**src/bce_pkg.sv**
```systemverilog
/*
  Constants for the branch and call execution unit: opcode fields, widths,
  phase encoding and reset values.
  Assumes a four-phase instruction cycle counted by the execution unit itself.
*/
package bce_pkg;
  localparam int          PC_W        = 21;
  localparam int          TGT_W       = 20;
  localparam logic [7:0]  OP_BOV      = 8'he4;
  localparam logic [7:0]  OP_BZ       = 8'he0;
  localparam logic [6:0]  OP_CALL     = 7'h76;
  localparam logic [3:0]  OP_CALL2    = 4'hf;
  localparam int          FLAG_Z      = 2;
  localparam int          FLAG_OV     = 3;
  localparam logic [20:0] PC_RST      = 21'h000000;
  localparam logic [20:0] PC_STEP     = 21'h000002;
  localparam logic [20:0] CALL_RET    = 21'h000004;
  localparam logic [7:0]  BYTE_RST    = 8'h00;
  typedef enum logic [1:0] {
    BCE_Q1 = 2'b00,
    BCE_Q2 = 2'b01,
    BCE_Q3 = 2'b11,
    BCE_Q4 = 2'b10
  } bce_phase_t;
endpackage : bce_pkg

```
**src/bce_exec.sv**
```systemverilog
/*
  Execution unit for branch on overflow, branch on zero and subroutine call.
  Assumes the fetch unit presents the current word on instr_word (and the
  second call word on next_word) for a whole instruction cycle, and that
  the core follows the phase output; this unit runs its own phase counter.
*/
`timescale 1ns/10ps
module bce_exec
  import bce_pkg::*;
(
  input  wire logic                    clock,
  input  wire logic                    rst_n,
  input  wire logic [15:0]             instr_word,
  input  wire logic [15:0]             next_word,
  input  wire logic [bce_pkg::PC_W-1:0] fetch_address,
  input  wire logic [7:0]              status_in,
  input  wire logic [7:0]              accumulator,
  input  wire logic [7:0]              bank_pointer,
  output logic      [bce_pkg::PC_W-1:0] program_counter,
  output logic                         pc_write,
  output logic      [bce_pkg::PC_W-1:0] stack_top,
  output logic                         stack_push,
  output logic      [7:0]              accumulator_shadow,
  output logic      [7:0]              flags_shadow,
  output logic      [7:0]              bank_pointer_shadow,
  output logic      [1:0]              phase,
  output logic                         idle_cycle
);
  import bce_pkg::*;

  ////////////////////////////////////////////////////////////////////////////
  // Decode
  bce_phase_t        q;
  logic              is_bov;
  logic              is_bz;
  logic              is_call;
  logic              take;
  logic [PC_W-1:0]   br_target;
  logic [PC_W-1:0]   call_target;

  function automatic logic [PC_W-1:0] rel_target(input logic [PC_W-1:0] pc,
                                                 input logic [7:0] n);
    logic [PC_W-1:0] off;
    off = {{(PC_W-9){n[7]}}, n, 1'b0};
    return pc + off;
  endfunction : rel_target

  assign is_bov      = (instr_word[15:8] == OP_BOV);
  assign is_bz       = (instr_word[15:8] == OP_BZ);
  assign is_call     = (instr_word[15:9] == OP_CALL) &&
                       (next_word[15:12] == OP_CALL2);
  assign take        = (is_bov && status_in[FLAG_OV]) ||
                       (is_bz && status_in[FLAG_Z]);
  assign br_target   = rel_target(fetch_address, instr_word[7:0]);
  assign call_target = {next_word[11:0], instr_word[7:0], 1'b0};

  ////////////////////////////////////////////////////////////////////////////
  // Phase counter
  always_ff @(posedge clock or negedge rst_n)
  begin
    if (!rst_n)
      q <= BCE_Q1;
    else
      case (q)
        BCE_Q1:  q <= BCE_Q2;
        BCE_Q2:  q <= BCE_Q3;
        BCE_Q3:  q <= BCE_Q4;
        BCE_Q4:  q <= BCE_Q1;
        default: q <= BCE_Q1;
      endcase
  end

  always_ff @(posedge clock or negedge rst_n)
  begin
    if (!rst_n)
      phase <= 2'h0;
    else
      phase <= (q == BCE_Q4) ? 2'h0 : phase + 2'h1;
  end

  ////////////////////////////////////////////////////////////////////////////
  // Idle cycle after a taken branch or a call
  logic extra;
  always_ff @(posedge clock or negedge rst_n)
  begin
    if (!rst_n)
      extra <= 1'b0;
    else if (q == BCE_Q4)
      extra <= !extra && (take || is_call);
  end

  always_ff @(posedge clock or negedge rst_n)
  begin
    if (!rst_n)
      idle_cycle <= 1'b0;
    else if (q == BCE_Q4)
      idle_cycle <= !extra && (take || is_call);
  end

  ////////////////////////////////////////////////////////////////////////////
  // Stack push in the third phase of a call
  always_ff @(posedge clock or negedge rst_n)
  begin
    if (!rst_n)
    begin
      stack_push <= 1'b0;
      stack_top  <= PC_RST;
    end
    else
    begin
      stack_push <= 1'b0;
      if (q == BCE_Q2 && !extra && is_call)
      begin
        stack_push <= 1'b1;
        stack_top  <= fetch_address - PC_STEP + CALL_RET;
      end
    end
  end

  ////////////////////////////////////////////////////////////////////////////
  // Shadow copies
  always_ff @(posedge clock or negedge rst_n)
  begin
    if (!rst_n)
    begin
      accumulator_shadow  <= BYTE_RST;
      flags_shadow        <= BYTE_RST;
      bank_pointer_shadow <= BYTE_RST;
    end
    else if (q == BCE_Q2 && !extra && is_call && instr_word[8])
    begin
      accumulator_shadow  <= accumulator;
      flags_shadow        <= status_in;
      bank_pointer_shadow <= bank_pointer;
    end
  end

  ////////////////////////////////////////////////////////////////////////////
  // Program counter write in the fourth phase
  always_ff @(posedge clock or negedge rst_n)
  begin
    if (!rst_n)
    begin
      pc_write        <= 1'b0;
      program_counter <= PC_RST;
    end
    else
    begin
      pc_write <= 1'b0;
      if (q == BCE_Q3 && !extra)
      begin
        if (is_call)
        begin
          pc_write        <= 1'b1;
          program_counter <= call_target;
        end
        else if (take)
        begin
          pc_write        <= 1'b1;
          program_counter <= br_target;
        end
      end
    end
  end

  ////////////////////////////////////////////////////////////////////////////
  // Checks
  a_pc_after_push: assert property (@(posedge clock) disable iff (!rst_n)
    (pc_write && $past(is_call, 2)) |-> $past(stack_push, 1))
    else $error("Call counter write not preceded by push");
  a_branch_target: assert property (@(posedge clock) disable iff (!rst_n)
    (q == BCE_Q3 && !extra && !is_call && take) |=> (pc_write &&
     program_counter == $past(fetch_address) +
       {{(PC_W-9){$past(instr_word[7])}}, $past(instr_word[7:0]), 1'b0}))
    else $error("Branch target wrong");
  a_nottaken_quiet: assert property (@(posedge clock) disable iff (!rst_n)
    (q == BCE_Q3 && !extra && !is_call && !take) |=> !pc_write)
    else $error("Untaken branch wrote counter");
  a_bov_cond: assert property (@(posedge clock) disable iff (!rst_n)
    (q == BCE_Q3 && !extra && is_bov && !status_in[FLAG_OV]) |=> !pc_write)
    else $error("Overflow branch without flag");
  a_bz_cond: assert property (@(posedge clock) disable iff (!rst_n)
    (q == BCE_Q3 && !extra && is_bz && status_in[FLAG_Z]) |=> pc_write)
    else $error("Zero branch not taken");
  a_call_even: assert property (@(posedge clock) disable iff (!rst_n)
    pc_write |-> !program_counter[0])
    else $error("Odd counter target");
  a_shadow_hold: assert property (@(posedge clock) disable iff (!rst_n)
    (q == BCE_Q2 && !instr_word[8]) |=> $stable(flags_shadow))
    else $error("Shadow changed without save bit");
  a_idle_follows: assert property (@(posedge clock) disable iff (!rst_n)
    pc_write |-> ##1 (idle_cycle && extra)[*4] ##1 !extra)
    else $error("No idle cycle after counter write");
  a_call_range: assert property (@(posedge clock) disable iff (!rst_n)
    (q == BCE_Q3 && !extra && is_call) |=>
      program_counter[TGT_W:1] == {$past(next_word[11:0]), $past(instr_word[7:0])})
    else $error("Call target truncated");
  a_flags_copy: assert property (@(posedge clock) disable iff (!rst_n)
    $rose(stack_push) && $past(instr_word[8]) |-> flags_shadow == $past(status_in))
    else $error("Flags shadow mismatch");
  a_push_return: assert property (@(posedge clock) disable iff (!rst_n)
    stack_push |-> stack_top == $past(fetch_address) + PC_STEP)
    else $error("Return address wrong");
  a_push_single: assert property (@(posedge clock) disable iff (!rst_n)
    stack_push |=> !stack_push)
    else $error("Push pulse longer than one clock");
  a_idle_quiet: assert property (@(posedge clock) disable iff (!rst_n)
    extra |-> (!stack_push && !pc_write))
    else $error("Activity during idle cycle");
  a_shadow_copy: assert property (@(posedge clock) disable iff (!rst_n)
    $rose(stack_push) && $past(instr_word[8]) |->
      (accumulator_shadow == $past(accumulator) &&
       bank_pointer_shadow == $past(bank_pointer)))
    else $error("Accumulator or bank shadow mismatch");
endmodule : bce_exec

```
**config.mk**
```make
export PLATFORM = sky130hd
export DESIGN_NAME = bce_exec
export DESIGN_NICKNAME = d
export VERILOG_FILES = /design/src/bce_pkg.sv /design/src/bce_exec.sv
export SDC_FILE = /design/constraint.sdc
export NUM_CORES = 1
export LEC_CHECK = 0
export BUFFER_PORTS_ARGS = -buffer_cell sky130_fd_sc_hd__buf_2
export CAP_MARGIN = 10
export CELL_PAD_IN_SITES_DETAIL_PLACEMENT = 0
export CELL_PAD_IN_SITES_GLOBAL_PLACEMENT = 1
export CORE_MARGIN = 3
export CORE_UTILIZATION = 42
export CTS_BUF_LIST = sky130_fd_sc_hd__clkbuf_8
export DETAILED_ROUTE_END_ITERATION = 10
export MAX_ROUTING_LAYER = met4
export PLACE_DENSITY = 0.86
export SLEW_MARGIN = 20
export SYNTH_ARGS = -nofsm -noshare
export SYNTH_HDL_FRONTEND = slang
export SYNTH_SLANG_ARGS = --single-unit
```
**constraint.sdc**
```tcl
create_clock -name clock -period 2.8 [get_ports clock]
set_input_delay 0.28 -clock clock [delete_from_list [all_inputs] [get_ports clock]]
set_output_delay 0.28 -clock clock [all_outputs]
set_load 0.02 [all_outputs]
```
==> run metrics <==
power per cell area 441 nW/um2; post-DP HPWL 9120 um; port buffer count 149; final WL 11,800 um; FP Rows 36; I/O pins 150; crit share post-route 0.776; synth unique cells 50; Leak Pwr 0.00277 uW; switching power 694 uW; first-pass GRT wire length 18,900 um; most frequent cells in the layout buf_2 (148), dfrtp_1 (73), nand2_1 (66); CTS tree built; Pre-antenna DRT Iters 4; area grow syn2layout 23.0%; number of flops mapped to enable cells by yosys 0; Nets 695; Worst Tran Pin Value 0.942 ns; crit path capture type flop; clock root buffer clkbuf_8; WL/cell 16.1 um; Fmax 460 MHz; endpoints failing setup 0; MaxCap Viol Count 0; Synth area leaders dfrtp_1 (42%), mux2_2 (6.5%), ha_1 (5.8%); core footprint 9910 um2; Hold WS 0.0400 ns; Synth Area per Inst 9.54 um2; Sw Ratio 0.296; initial antenna violation count 0; register area share after synthesis 0.422; Fin Clk Skew 0.00778 ns; Post-synth ARST share 1.00; Die Y 108 um; Clock Sinks 73; Die ar. 11,600 um2; Synth area leader dfrtp_1; critical path fanouts, max 4; drc violations 0; status complete, no violations; VDD IR max 0.325 mV; Via Count 3,834; RSZ-0062 raised after global routing no; Vias/cell 5.23; Syn Inst Count 454; Internal 1650 uW; commonest non-fill, non-tap cell in the layout buf_2; n_diodes 0; pin count of the biggest net entering global routing 74; GR Overflow Total 0; layout cells sized above 1 0.342; CTS Buf Count 9; postcts setup bufs 0; CP Data Arrival Time 2.41 ns; Crit path required time 3.03 ns; Flop pwr share 0.456; final hold vios 0; crit path launch type input pin; depth of the CTS H-tree 3; slew margin rel. 0.372; min Tclk post-route 2.17 ns; Gate power share 0.187; DR iter-0 viols 152; vias in the first global route 3,658; Setup TNS Final 0 ns; Die Width 108 um; Worst Hold Class in -> async; Max Buffers Root-to-Sink 2; Synth top area share 0.422; post_cts resized 0; critical path class in -> reg; #FFs+latches synth 73; Final Wtd Congestion 0.886; Clock Power Share 0.357; Clock Latency Late Sink 0.35 ns; Slew Limit Fails 0; Ys Warns 0; syn nets 554; netlist area before placement 4330 um2; Initial Utilization 0.437; clk slew on worst S/H paths 0.08 ns; GRT Util Overall 0.214; cts hold-fix bufs 0; predominant post-synthesis flop cell dfrtp_1; post-route ant nets 0; total power 2350 uW; final core utilization 0.537
## critical path: stages
cell and delay [ns]:
buf_2 0.12, ha_1 0.21, inv_1 0.07, fa_1 0.38, nor2b_1 0.23, o31a_1 0.21
o21a_1 0.19, a21oi_1 0.12, o221ai_1 0.28, mux2i_1 0.24, nand3_1 0.10
## per-stage QoR
step / std cells / cell area, um2 / setup WS, ns
2_1_floorplan: 454 / 4330 / 0.691
3_3_place_gp: 717 / 5130 / 0.370
3_5_place_dp: 717 / 5130 / 0.281
4_1_cts: 733 / 5320 / 0.669
5_1_grt: 733 / 5320 / 0.477
6_report: 733 / 5320 / 0.627
## layout make-up
| class | instances | area (um2) |
|---|---|---|
| fillers | 947 | 4590 |
| clock buffers | 9 | 124 |
| clock inverters | 7 | 71.3 |
| well taps | 133 | 166 |
| multi-input cells | 348 | 2320 |
| inverters | 10 | 37.5 |
| repair buffers | 153 | 778 |
| flip-flops and latches | 73 | 1830 |
## sequential cells by signal, summed over array words and instances (netlist names)
| name | flops |
|---|---|
| pc_write | 1 |
| stack_top | 21 |
| q | 2 |
| idle_cycle | 1 |
| accumulator_shadow | 8 |
| stack_push | 1 |
| phase | 2 |
| flags_shadow | 8 |
| bank_pointer_shadow | 8 |
| program_counter | 21 |
## power by group through the flow
stage               clock [uW]  sequential (uW)  combinational (uW)
CTS                        855             1070                 438
detailed placement           0             1090                 435
global placement             0             1090                 431
floorplan                    0             1110                 247
finish                     838             1070                 438
global route               902             1070                 485
## per-layer routing
| layer | share of wire | vias to the layer above | GRT usage |
|---|---|---|---|
| met5 | 0 | - | - |
| li1 | - | 1891 | - |
| met2 | 0.47 | 108 | 0.329 |
| met1 | 0.47 | 1811 | 0.288 |
| met3 | 0.046 | 24 | 0.0318 |
| met4 | 0.023 | 0 | 0.0803 |
## cell usage after synthesis, drive strengths merged, types with 2 or more instances
master	instances
nor2	32
clkbuf	11
xor2	14
a31oi	3
a211oi	5
mux2	26
ha	20
buf	12
a211o	2
nand4	8
nand2	66
o21a	6
a21o	5
xnor2	16
mux2i	7
o21ai	39
inv	10
nor3	9
or3	4
a21oi	25
dfrtp	73
o221ai	2
and3	5
and4	3
o2111ai	2
nand3	27
nand2b	2
o31ai	2
o211ai	5
nor2b	3
or2	2
## cells by family after synthesis
group	synth area share
AND/OR/NAND/NOR	0.177
flip-flops	0.422
adder cells (fa/ha/maj)	0.0624
multiplexers	0.0847
XOR/XNOR	0.0607
buffers and inverters	0.0422
AO/OA/AOI/OAI	0.151
## final timing paths
path	cells after the start	slack (ns)	to	startpoint
max	11	0.63	program_counter[17]$_DFFE_PN0P_	fetch_address[1]
min	1	0.04	stack_top[15]$_DFFE_PN0P_	rst_n
max reg2reg	4	0.96	program_counter[19]$_DFFE_PN0P_	idle_cycle$_DFFE_PN0P_
min reg2reg	2	0.47	stack_top[2]$_DFFE_PN0P_	stack_top[2]$_DFFE_PN0P_
max in group asynchronous	1	2.13	program_counter[17]$_DFFE_PN0P_	rst_n
min in group clock	2	0.15	stack_top[1]$_DFFE_PN0P_	fetch_address[1]
Power figures use the tool's default switching activity.
